## src/core/fsr_regs.vh

```
// register offsets, field positions and reset values for the fault and result bank
`ifndef FSR_REGS_VH
`define FSR_REGS_VH

`define FSR_ADDR_W          8
`define FSR_DATA_W          8
`define FSR_ADC_W           14
`define FSR_ADC_CH          8
`define FSR_ADC_SEL_W       3

`define FSR_OFF_FAULT2      8'h06
`define FSR_OFF_RESULT_HI   8'h07
`define FSR_OFF_RESULT_LO   8'h08

`define FSR_BIT_WDOG        7
`define FSR_BIT_HICCUP      6
`define FSR_BIT_CUTOFF      5
`define FSR_BIT_VOUT_OV     4
`define FSR_BIT_LIGHT_LOAD  3
`define FSR_BIT_VBAT_OV     2
`define FSR_BIT_BUS_ERR     1
`define FSR_BIT_DEPLETED    0

`define FSR_LATCH_LO        1
`define FSR_LATCH_HI        6
`define FSR_LATCH_N         6

`define FSR_RST_FAULT2      8'h00
`define FSR_RST_RESULT      8'h00
`define FSR_RST_ADC         14'h0000

`define FSR_HI_FULL_MSB     13
`define FSR_HI_FULL_LSB     6
`define FSR_LO_W            6
`define FSR_NARROW_W        8

// dead-battery threshold and hiccup restart interval, kept for reference only
`define FSR_DEPLETED_MV     3000
`define FSR_HICCUP_RESTART_MS 3000

`endif

```

## src/core/fsr_flag.v

```verilog
// one latching fault flag with guarded read-to-clear
`timescale 1ns/1ns
module fsr_flag (
   input  wire clk,
   input  wire resetn,
   input  wire set_evt,
   input  wire cause_active,
   input  wire rd_clr,
   output wire flag
);
   reg flag_q;
   reg flag_d;

   // set wins over clear; a clear is dropped while the cause stands
   always @* begin
      flag_d = flag_q;
      if (rd_clr && !cause_active) begin
         flag_d = 1'b0;
      end
      if (set_evt) begin
         flag_d = 1'b1;
      end
   end

   always @(posedge clk or negedge resetn) begin
      if (!resetn) begin
         flag_q <= 1'b0;
      end else begin
         flag_q <= flag_d;
      end
   end

   assign flag = flag_q;
endmodule // fsr_flag

```

## src/core/fsr_bank.v

```verilog
// second fault register and conversion result registers of the charger
// What this block does
// - Watchdog enabled and expired sets and holds fault bit 7.
// - Reading never clears bit 7; only service read or disable clears.
// - Reverse-mode hiccup entry latches bit 6.
// - Bit 6 stays set through hiccup; read after leaving hiccup clears.
// - Battery below cutoff level latches bit 5; read clears once above.
// - Output over threshold latches bit 4; read clears once below.
// - Light-load off state latches bit 3; read clears after state left.
// - Reverse-mode battery overvoltage latches bit 2; read clears once below.
// - Bus command or data error sets bit 1.
// - While charging, bit 0 shows live whether battery is below 3V.
// - Result register returns result [7:0] narrow or [13:6] full width.
// - Result comes from the channel picked by the read selection.
// - Next register holds the lower six bits of a full result.
`timescale 1ns/1ns
`include "fsr_regs.vh"
module fsr_bank (
   input  wire                                 clk,
   input  wire                                 resetn,
   // register port of the management bus
   input  wire                                 rd_en,
   input  wire [`FSR_ADDR_W-1:0]               rd_addr,
   output wire [`FSR_DATA_W-1:0]               rd_data,
   output wire                                 rd_valid,
   input  wire                                 wr_en,
   input  wire [`FSR_ADDR_W-1:0]               wr_addr,
   input  wire [`FSR_DATA_W-1:0]               wr_data,
   // watchdog
   input  wire                                 wdog_enable,
   input  wire                                 wdog_expired,
   input  wire                                 wdog_service,
   // reverse-mode converter status levels
   input  wire                                 reverse_mode,
   input  wire                                 hiccup_state,
   input  wire                                 vbat_below_cutoff,
   input  wire                                 vout_above_ov,
   input  wire                                 light_load_off_state,
   input  wire                                 vbat_above_ov,
   // serial bus error pulses
   input  wire                                 bus_cmd_error,
   input  wire                                 bus_data_error,
   // charge status
   input  wire                                 charging,
   input  wire                                 vbat_below_3v,
   // converter results
   input  wire [`FSR_ADC_CH*`FSR_ADC_W-1:0]    adc_ch_data,
   input  wire                                 adc_data_ready,
   input  wire [`FSR_ADC_SEL_W-1:0]            adc_read_select,
   input  wire                                 adc_full_width,
   // live flag view for the interrupt logic elsewhere
   output wire [`FSR_DATA_W-1:0]               fault_status_second
);

   // ---------------------------------------------------------------
   // read decode
   // ---------------------------------------------------------------
   wire rd_fault;
   wire rd_hi;
   wire rd_lo;

   assign rd_fault = rd_en && (rd_addr == `FSR_OFF_FAULT2);
   assign rd_hi    = rd_en && (rd_addr == `FSR_OFF_RESULT_HI);
   assign rd_lo    = rd_en && (rd_addr == `FSR_OFF_RESULT_LO);

   // writes into this bank are accepted on the bus but never land:
   // every bit here is owned by hardware
   wire wr_ignored;
   assign wr_ignored = wr_en && (wr_addr == `FSR_OFF_FAULT2) && (wr_data != wr_data);

   // ---------------------------------------------------------------
   // watchdog flag
   // ---------------------------------------------------------------
   reg wdog_q;
   reg wdog_d;

   always @* begin
      wdog_d = wdog_q;
      // no term here looks at rd_fault: reading leaves the flag alone
      if (wdog_service || !wdog_enable) begin
         wdog_d = 1'b0;
      end
      if (wdog_enable && wdog_expired) begin
         wdog_d = 1'b1;
      end
   end

   always @(posedge clk or negedge resetn) begin
      if (!resetn) begin
         wdog_q <= 1'b0;
      end else begin
         wdog_q <= wdog_d;
      end
   end

   // ---------------------------------------------------------------
   // latching flags, bits 6 down to 1
   // ---------------------------------------------------------------
   wire [`FSR_LATCH_HI:`FSR_LATCH_LO] set_vec;
   wire [`FSR_LATCH_HI:`FSR_LATCH_LO] cause_vec;
   wire [`FSR_LATCH_HI:`FSR_LATCH_LO] flag_vec;

   // previous hiccup level so that only entry raises the flag; the level
   // itself keeps the flag pinned for the whole restart interval
   reg hiccup_prev_q;

   always @(posedge clk or negedge resetn) begin
      if (!resetn) begin
         hiccup_prev_q <= 1'b0;
      end else begin
         hiccup_prev_q <= hiccup_state;
      end
   end

   assign set_vec[`FSR_BIT_HICCUP]     = reverse_mode && hiccup_state && !hiccup_prev_q;
   assign cause_vec[`FSR_BIT_HICCUP]   = hiccup_state;

   assign set_vec[`FSR_BIT_CUTOFF]     = vbat_below_cutoff;
   assign cause_vec[`FSR_BIT_CUTOFF]   = vbat_below_cutoff;

   assign set_vec[`FSR_BIT_VOUT_OV]    = vout_above_ov;
   assign cause_vec[`FSR_BIT_VOUT_OV]  = vout_above_ov;

   assign set_vec[`FSR_BIT_LIGHT_LOAD]   = light_load_off_state;
   assign cause_vec[`FSR_BIT_LIGHT_LOAD] = light_load_off_state;

   assign set_vec[`FSR_BIT_VBAT_OV]    = reverse_mode && vbat_above_ov;
   assign cause_vec[`FSR_BIT_VBAT_OV]  = reverse_mode && vbat_above_ov;

   // bus errors are single events, so there is no standing cause
   assign set_vec[`FSR_BIT_BUS_ERR]    = bus_cmd_error || bus_data_error;
   assign cause_vec[`FSR_BIT_BUS_ERR]  = 1'b0;

   genvar gi;
   generate
      for (gi = `FSR_LATCH_LO; gi <= `FSR_LATCH_HI; gi = gi + 1) begin : g_flag
         fsr_flag u_flag (
            .clk          (clk),
            .resetn       (resetn),
            .set_evt      (set_vec[gi]),
            .cause_active (cause_vec[gi]),
            .rd_clr       (rd_fault),
            .flag         (flag_vec[gi])
         );
      end
   endgenerate

   // ---------------------------------------------------------------
   // live depleted-battery indicator
   // ---------------------------------------------------------------
   reg depleted_q;

   always @(posedge clk or negedge resetn) begin
      if (!resetn) begin
         depleted_q <= 1'b0;
      end else begin
         depleted_q <= charging && vbat_below_3v;
      end
   end

   wire [`FSR_DATA_W-1:0] fault_word;
   assign fault_word = {wdog_q, flag_vec, depleted_q};
   assign fault_status_second = fault_word;

   // ---------------------------------------------------------------
   // conversion result: channel select and capture
   // ---------------------------------------------------------------
   wire [`FSR_ADC_W-1:0] ch_word [0:`FSR_ADC_CH-1];

   genvar gc;
   generate
      for (gc = 0; gc < `FSR_ADC_CH; gc = gc + 1) begin : g_ch
         assign ch_word[gc] = adc_ch_data[gc*`FSR_ADC_W +: `FSR_ADC_W];
      end
   endgenerate

   reg [`FSR_ADC_W-1:0] adc_sel_q;

   // sample on data-ready so a half-updated word is never shown
   always @(posedge clk or negedge resetn) begin
      if (!resetn) begin
         adc_sel_q <= `FSR_RST_ADC;
      end else if (adc_data_ready) begin
         adc_sel_q <= ch_word[adc_read_select];
      end
   end

   wire [`FSR_DATA_W-1:0] result_hi;
   wire [`FSR_DATA_W-1:0] result_lo;

   assign result_hi = adc_full_width ?
                      adc_sel_q[`FSR_HI_FULL_MSB:`FSR_HI_FULL_LSB] :
                      adc_sel_q[`FSR_NARROW_W-1:0];

   // lower six bits of the full word; upper two read as zero
   assign result_lo = {2'b00, adc_sel_q[`FSR_LO_W-1:0]};

   // reading the high byte freezes the matching low bits so the
   // second read pairs with the first even if a new result arrives
   reg [`FSR_DATA_W-1:0] lo_hold_q;
   reg                   lo_held_q;

   always @(posedge clk or negedge resetn) begin
      if (!resetn) begin
         lo_hold_q <= `FSR_RST_RESULT;
         lo_held_q <= 1'b0;
      end else if (rd_hi) begin
         lo_hold_q <= result_lo;
         lo_held_q <= 1'b1;
      end else if (rd_lo) begin
         lo_held_q <= 1'b0;
      end
   end

   // ---------------------------------------------------------------
   // read data
   // ---------------------------------------------------------------
   reg [`FSR_DATA_W-1:0] rd_data_q;
   reg [`FSR_DATA_W-1:0] rd_data_d;
   reg                   rd_valid_q;

   // the returned fault byte is the value before any clear takes hold
   always @* begin
      rd_data_d = rd_data_q;
      if (rd_fault) begin
         rd_data_d = fault_word;
      end else if (rd_hi) begin
         rd_data_d = result_hi;
      end else if (rd_lo) begin
         rd_data_d = lo_held_q ? lo_hold_q : result_lo;
      end else if (rd_en) begin
         rd_data_d = `FSR_RST_RESULT;
      end
   end

   always @(posedge clk or negedge resetn) begin
      if (!resetn) begin
         rd_data_q  <= `FSR_RST_FAULT2;
         rd_valid_q <= 1'b0;
      end else begin
         rd_data_q  <= rd_data_d;
         rd_valid_q <= rd_en && !wr_ignored;
      end
   end

   assign rd_data  = rd_data_q;
   assign rd_valid = rd_valid_q;

endmodule // fsr_bank

```

## config.mk

```make
export PLATFORM = sky130hd
export DESIGN_NAME = fsr_bank
export DESIGN_NICKNAME = d
export VERILOG_FILES = /design/src/core/fsr_flag.v /design/src/core/fsr_bank.v
export VERILOG_INCLUDE_DIRS = /design/src /design/src/core
export SDC_FILE = /design/constraint.sdc
export NUM_CORES = 1
export LEC_CHECK = 0
export ABC_AREA = 1
export BUFFER_PORTS_ARGS = -buffer_cell sky130_fd_sc_hd__buf_2
export CORE_AREA = 2 2 113 104
export DETAILED_ROUTE_END_ITERATION = 10
export DIE_AREA = 0 0 115 106
export PLACE_DENSITY = 0.64
export SLEW_MARGIN = 0
export SYNTH_ARGS = -nofsm -noshare
export SYNTH_HDL_FRONTEND = slang
export SYNTH_SLANG_ARGS = --single-unit
```

## constraint.sdc

```tcl
create_clock -name clk -period 2.4 [get_ports clk]
set_clock_uncertainty 0.15 [all_clocks]
set_input_delay 0 -clock clk [delete_from_list [all_inputs] [get_ports clk]]
set_output_delay 0 -clock clk [all_outputs]
set_load 0.1 [all_outputs]
```

# Word-level counts from Yosys, hierarchy flattened
# Index checks and enable logic that the tools add are counted.
[op_classes]
n_eq_ne = 3
muxes = 25
bitwise_logic = 1
order_cmp = 1
reduce_logical = 31
[ops]
columns = ["op", "count"]
rows = [
  ["binary-select mux 14 bit (select 3 bit)", 1],
  ["two-way mux 8 bit", 5],
  ["two-way mux 14 bit", 2],
  ["== test 8 x 3 -> 1 bit, second input constant", 2],
  ["two-way mux 1 bit", 16],
  ["nonzero test 2 bit", 8],
  ["logical AND 1 bit", 13],
  ["== test 8 x 4 -> 1 bit, second input constant", 1],
  ["logical NOT 1 bit", 7],
  ["two-way mux 6 bit", 1],
  ["greater-or-equal comparator 4 bit, second input constant", 1],
  ["inverter 3 -> 4 bit", 1],
  ["nonzero test 4 bit", 1],
  ["logical OR 1 bit", 2],
]
[word_totals]
elab_cells = 75
reg_bits = 39
in_bits = 158
output_inout_bits = 17

# Depth between registers and ports, before layout
# Gate-level depths: netlist (run 1).
[depth]
depth_word = 5
mapped_depth = 8
ltp_nobuf = 7

# Hierarchy
# From an unflattened synthesis (run 1), not the netlist that was laid out.
[hier_totals]
cells_unflattened = 552
area_unflattened_um2 = 3195.6
[by_module_without_submodules]
columns = ["module", "instances", "cells_each", "seq_area_each_um2", "area_each_um2"]
rows = [
  ["fsr_bank", 1, 516, 825.8, 2932.8],
  ["fsr_flag", 6, 6, 25.0, 43.8],
]

# Least setup slack after synthesis (run 1)
# No wires, ideal clock.
[synth_timing]
path_type = "reg-to-reg"
startpoint = "register, netlist name rd_data[0]"
endpoint = "register rd_data_q[0], in the netlist rd_data[0]"
n_path_buf = 0
slack_ps = 1069
stages_incl_launch_ff = 3
arrival_time_ps = 1110
required_ps = 2179
synth_period_minus_slack_ps = 1331
setup_ps = 71
path_cell_list = "dfrtp_1 > nand2_1 > nand4_1"
[synth_lines]
columns = ["element", "line", "source"]
rows = [
  ["to (signal assigned)", "fsr_bank.v:238", "rd_data_q <= `FSR_RST_FAULT2;"],
  ["to (signal assigned)", "fsr_bank.v:241", "rd_data_q <= rd_data_d;"],
  ["to (decl)", "fsr_bank.v:218", "reg [`FSR_DATA_W-1:0] rd_data_q;"],
]

# Worst setup path after layout (run 1)
[layout_timing]
startpoint = "input rd_en"
endpoint = "register rd_data_q[6], in the netlist rd_data[6]"
[layout_via]
elab_chain_cells = 4
word_cells_on_any_way = 7
cone_classes = "mux: 3; reduce/logical: 4"
[layout_rtl]
columns = ["element", "line", "source"]
rows = [
  ["from (decl)", "fsr_bank.v:22", "input wire rd_en,"],
  ["logical AND 1 bit", "fsr_bank.v:64", "assign rd_lo = rd_en && (rd_addr == `FSR_OFF_RESULT_LO);"],
  ["two-way mux 8 bit", "fsr_bank.v:229", "end else if (rd_lo) begin"],
  ["two-way mux 8 bit", "fsr_bank.v:227", "end else if (rd_hi) begin"],
  ["two-way mux 8 bit", "fsr_bank.v:225", "if (rd_fault) begin"],
]
# Several ways; a longest one is shown, not always the timed one.
# A chain may end at the register's enable or synchronous reset.

==> results of run 1 <==
[where the power goes]
group | switching, µW | internal [µW]
Clock | 253 | 516
Combinational | 284 | 205
Sequential | 28.3 | 699
Total | 565 | 1420
[through the flow]
step / util [%] / hold WS, ns / setup slack (ns)
finish: 38.9 / 0.00422 / 0.879
detailed placement: 35.8 / -0.0287 / 0.842
global placement: 35.8 / -0.0302 / 0.843
CTS: 38.9 / 0.00999 / 0.863
global route: 38.9 / 0.0295 / 0.773
floorplan: - / -0.446 / 1.07
[cells by family (layout without fill, tap and decap cells)]
group	Yosys count	in the layout
muxes	2	2
and+or+nand+nor	343	343
buffers and inverters	140	292
DFF	39	39
AOI/OAI and AO/OA	20	20
[final cells by class]
class / count / area [µm²]
multi-input cells: 365 / 1630
clock inverters: 2 / 35.0
repair buffers: 177 / 978
inverters: 107 / 402
flip-flops and latches: 39 / 976
well taps: 136 / 170
clock buffers: 6 / 139
fillers: 1247 / 6780
[registers in the layout, indices dropped and copies added, names as in the netlist]
name,count
adc_sel_q,14
rd_data,8
g_flag.u_flag.flag,6
lo_hold_q,6
depleted_q,1
hiccup_prev_q,1
lo_held_q,1
rd_valid,1
wdog_q,1
[synth_stat cells, drive strengths merged]
master	count	area share (%)
buf	28	6.4
clkbuf	5	0.58
dfrtp	39	30
inv	107	12
mux2	2	0.70
nand2	218	26
nand3	107	17
nand4	7	1.4
nor2	10	1.5
nor3	1	0.50
o21a	1	0.23
o21ai	19	3.6
[worst max-delay path: cells and delay by family]
kind	cells	cell delay, ns
buffers and inverters	3	0.88
and+or+nand+nor	5	0.70
[per-layer routing]
metal  track usage (%)  wire (µm)
met5                 0          0
met4              3.36        145
met3              2.85        510
met2              28.0       4830
met1              21.0       4300
[worst paths after layout]
check                          endpoint  cells past startpoint
max                          rd_data[6]                      8
min                        adc_sel_q[8]                      7
max reg2reg                      wdog_q                      4
min reg2reg                lo_hold_q[0]                      2
max in group asynchronous    rd_data[0]                      2
min in group asynchronous      rd_valid                      2
==> summary.txt, run 1 <==
Run status
  • Status: completed

Layout
  • Most frequent cells in the layout: 214 x nand2_1, 157 x buf_2, 107 x nand3_1, 104 x inv_1, 39 x dfrtp_1
  • Most common cell after layout, fill and taps aside: nand2_1
  • Share of layout cells above drive strength 1: 26.9%
  • Area grow syn2layout: 34.0%
  • Final std cells w/o fill: between 800 and 900
  • N_diodes: 0
  • NumNets Final: about 850
  • Post-route cell area: 0.00433 mm²

Critical path
  • Worst setup path class: input port to register
  • Crit-path cells: dlygate4sd3_1, buf_2, nand2_1, nor2_4, nand2_4, inv_1, nand2_1, nand3_1
  • Critical Path Start Type: input port
  • Crit path largest cell delay: 0.53 ns
  • CP startpoint: rd_en
  • WP data arrival: 1.58 ns
  • FF-to-FF setup slack: 0.96 ns
  • Worst Setup End Kind: register
  • Crit path max-delay cell type: dlygate4sd3_1
  • Max FO, Critical Path: 14
  • RR Startpoint: wdog_q
  • CP required: 2.46 ns
  • Top cell by count, worst path: nand2_1

Worst hold path
  • Critical hold path startpoint: adc_ch_data[64]
  • Hold WC Path Type: input port to register

Place
  • GP Congestion: 0.786
  • Placed Instance Area: 0.00398 mm²
  • DP Cell Count: 807
  • Detailed placement HPWL: 7.34 mm
  • PortBufs: 157

Detailed routing
  • Vias: 3681
  • DRC: 0
  • Wirelength per Cell: 11.8 µm
  • Vias per cell: 4.42
  • 1st-iter DRT viols: 182
  • Drt pass-1 iters: 5
  • Routed Antenna Nets: 0
  • Routed wire length: 9.79 mm

GRT
  • First-pass GRT wire length: 16.1 mm
  • Largest net degree at the start of global routing: 57
  • Antenna violations before repair: 0
  • GRT Util Overall: 16.1%
  • Total gr overflow: 0
  • Vias in the first global route: 3528

Pwr
  • Total Power: 1990 µW
  • Peak VDD IR: 0.000318 V
  • PwrDens: approximately 460 mW/mm²
  • Leakage power: 0.00267 µW

Floorplanning
  • Initial Util: 29.1%
  • Die area: 0.0122 mm²
  • Cell Rows: 37
  • Ports: 175
  • CORE AREA: 0.0111 mm²
  • Die W: 115 µm
  • Die Ht: approximately 110 µm

Clocking
  • Clock buffer depth: 2
  • Buffer count from post-CTS setup fixing: 0
  • CTS clk-pin slew, worst paths: 0.06 ns
  • Total CTS buffers: 5
  • Hold buffers post-CTS: 17
  • Root Driver: clkbuf_16
  • TritonCTS clock tree: built
  • Htree depth: 2
  • CTS resizes: 0
  • Worst-Skew Late Latency: 0.28 ns
  • Clock sink total: 39

Synth
  • Sequential-to-total area share from yosys stat: a little over 30%
  • Mux share of post-synthesis cell area: 0.697%
  • Syn Inst Count: 544
  • Synth Register Bits: 39
  • Synth Area in Compound Gates: 3.87%
  • Simple logic cell fraction of the synthesized area: a little under half
  • Adder-cell area share of the yosys netlist: 0%
  • Synth cell types: 20
  • Synth warn: 0
  • Average size of a mapped cell: a little under 6 µm²
  • Combinational family with the most area after synthesis: simple AND/OR/NAND/NOR gates
  • Post-synthesis net count: 702
  • Cell area after synthesis: 0.00323 mm²
  • Post-synthesis share of cell area spent on xor and xnor gates: 0%

Job
  • Max-capacitance violation count: 0

STA
  • Fmax: between 0.6 and 0.7 GHz
  • Fin. Hold Viols: 0
  • RSZ-0062 raised after global routing: false
  • Max-slew violations: 0
  • Fin Setup TNS: 0 ns
  • Max-slew headroom: 41.9%
  • Worst slew pin tran: between 0.8 and 0.9 ns
  • Crit path time final: between 1.5 and 2 ns
  • Tcrit/Tclk final: 63.4%
  • Final setup viols: 0
No activity file was read; power rests on OpenSTA's default activity.
==> run 2, diff against run 1 <==
--- a/config.mk
+++ b/config.mk
@@ -11,7 +11,7 @@
 export CORE_AREA = 2 2 113 104
 export DETAILED_ROUTE_END_ITERATION = 10
 export DIE_AREA = 0 0 115 106
-export PLACE_DENSITY = 0.64
+export PLACE_DENSITY = 0.66
 export SLEW_MARGIN = 0
 export SYNTH_ARGS = -nofsm -noshare
 export SYNTH_HDL_FRONTEND = slang
==> constraint.sdc (replaced) <==
create_clock -name clk -period 1.34 [get_ports clk]
set_clock_uncertainty 0.15 [all_clocks]
set_input_delay 0 -clock clk [delete_from_list [all_inputs] [get_ports clk]]
set_output_delay 0 -clock clk [all_outputs]
set_load 0.1 [all_outputs]
==> run 2 against run 1 <==
Effect of this change:
- sequential power up 79%
- utilization grew 1.1 points
- setup slack worse by 0.84 ns
- sequential cell count did not move
- first-iteration DRC count grew 23%
- clock power rose by 48%
- final area increased by 2.8%
- the run now ends with hold timing left
==> summary.txt, run 2 (synthesis results as in run 1) <==
Run status
  • Status: complete, but fails checks
  • Failing checks: hold timing

Clocking
  • Worst-Skew Late Latency: 0.28 ns (about the same)
  • Root Driver: clkbuf_16
  • Htree depth: 2 (unchanged)
  • Clock sink total: 39 (unchanged)
  • Clock buffer depth: 2 (unchanged)
  • CTS clk-pin slew, worst paths: 0.06 ns (about the same)
  • Total CTS buffers: 5 (unchanged)
  • TritonCTS clock tree: built

Layout
  • Biggest register: adc_sel_q
  • Share of layout cells above drive strength 1: 28.5% (+1.6 points)
  • N_diodes: 0 (unchanged)
  • Area grow syn2layout: 37.7%
  • Max FFs per register: 14 (unchanged)
  • Most frequent cells in the layout: 214 x nand2_1, 156 x buf_2, 107 x nand3_1, 103 x inv_1, 39 x dfrtp_1
  • Most common cell after layout, fill and taps aside: nand2_1
  • NumNets Final: 869 (+1.9%)
  • Final core utilization: 40.0% (+1.1 points)

Floorplanning
  • Die Ht: 106 µm (unchanged)
  • Die area: 0.0122 mm² (unchanged)
  • Ports: 175 (unchanged)
  • Die W: 115 µm (unchanged)
  • Cell Rows: 37 (unchanged)
  • CORE AREA: 0.0111 mm² (unchanged)
  • Initial Util: 29.1% (unchanged)

Critical path
  • Worst Setup End Kind: register
  • CP required: 1.36 ns (-1.10 ns)
  • Crit path max-delay cell type: dlygate4sd3_1
  • CP top delay family: buffers and inverters
  • Critical Path Start Type: input port
  • Max FO, Critical Path: 1 (-13)
  • Worst setup path class: input port to register
  • CP Buf/Inv Count: 3 (unchanged)
  • Top cell by count, worst path: dlygate4sd3_1
  • Crit path largest cell delay: 0.55 ns (+0.02 ns)
  • Crit-path cells: dlygate4sd3_1, buf_2, nor2_1, dlygate4sd3_1, nand2_1
  • WP data arrival: 1.32 ns (-0.26 ns)

Detailed routing
  • Routed Antenna Nets: 0 (unchanged)
  • 1st-iter DRT viols: 224 (+23%)
  • Drt pass-1 iters: 5 (unchanged)
  • Routed wire length: 9.69 mm (-0.99%)
  • DRC: 0 (unchanged)
  • Vias per cell: 4.34 (-1.9%)
  • Wirelength per Cell: 11.4 µm (-2.9%)
  • Vias: 3679 (-0.054%)

STA
  • Max-slew violations: 0 (unchanged)
  • Fin Setup TNS: 0 ns (unchanged)
  • Max-slew headroom: 67.1% (+25 points)
  • Tcrit/Tclk final: 96.8%
  • Fin Hold WS: -0.0113 ns (-0.0155 ns)
  • Worst slew pin tran: 0.497 ns (-0.374 ns)
  • RSZ-0062 raised after global routing: false
  • Fin. Hold Viols: 7 (+7)
  • Fmax: 0.771 GHz
  • Final setup viols: 0 (unchanged)
  • Crit path time final: 1.30 ns

Place
  • GP Congestion: 0.798 (+1.5%)
  • Detailed placement HPWL: 7.64 mm (+4.1%)
  • PortBufs: 157 (unchanged)

GRT
  • First-pass GRT wire length: 16.6 mm (+3.5%)
  • Vias in the first global route: 3599 (+2.0%)
  • Antenna violations before repair: 0 (unchanged)
  • Largest net degree at the start of global routing: 25 (-56%)
  • Total gr overflow: 0 (unchanged)
  • GRT Util Overall: 16.5% (+0.32 points)

Pwr
  • Peak VDD IR: 0.000522 V (+64%)
  • PwrDens: 755 mW/mm² (+65%)
  • Leakage power: 0.00272 µW (+1.9%)

Worst hold path
  • Hold WC Path Type: input port to register

Job
  • Max-capacitance violation count: 0 (unchanged)
run 2: layout make-up:
class / count / area, µm²
Fill cell: 1218 / 6660
Multi-Input combinational cell: 365 / 1640
Timing Repair Buffer: 193 / 1120
Sequential cell: 39 / 976
Inverter: 107 / 405
Tap cell: 136 / 170
Clock buffer: 7 / 133
Clock inverter: 1 / 5.00
run 2: power by group:
part	switching, µW	internal [µW]
Clock	448	688
Combinational	519	402
Sequential	49.2	1250
run 2: final timing paths:
| check | endpoint | cells after the start | slack (ns) | start |
|---|---|---|---|---|
| setup / recovery | g_flag[1].u_flag.flag | 5 | 0.04 | bus_cmd_error |
| hold / removal | lo_hold_q[0] | 4 | -0.01 | rd_addr[3] |
| setup reg to reg | rd_data[2] | 3 | 0.17 | lo_held_q |
| hold reg to reg | adc_sel_q[0] | 2 | 0.33 | adc_sel_q[0] |
| max in group asynchronous | adc_sel_q[1] | 3 | 0.59 | resetn |
| min in group asynchronous | rd_valid | 2 | 0.02 | resetn |
run 2: what timing repair did:
| action | CTS | global route |
|---|---|---|
| resized for setup | 0 | 3 |
| setup buffers | 0 | 2 |
| setup endpoints to repair | 0 | 20 |
| hold buffers | 17 | 0 |
| endpoints found under the hold margin | 61 | 0 |
run 2: worst register-to-register path, stage by stage, from the launching register on:
cell and delay (ns):
dfrtp_1 0.54, o21ai_0 0.16, nand3_1 0.10, nand4_1 0.09
run 2: layer usage:
layer  track usage [%]  wire length (µm)
met1              22.8              4530
met2              27.2              4550
met3              2.22               490
met4              3.79               121
met5                 0                 0
run 2: stage by stage:
stage	total power (µW)	worst slack [ns]	std cells	instance area, µm²
floorplan	1840	0.00856	544	3230
global placement	2210	0.173	822	4120
detailed placement	2210	0.155	822	4120
CTS	3380	0.0413	847	4430
global route	3570	0.0103	848	4450
finish	3360	0.0424	848	4450
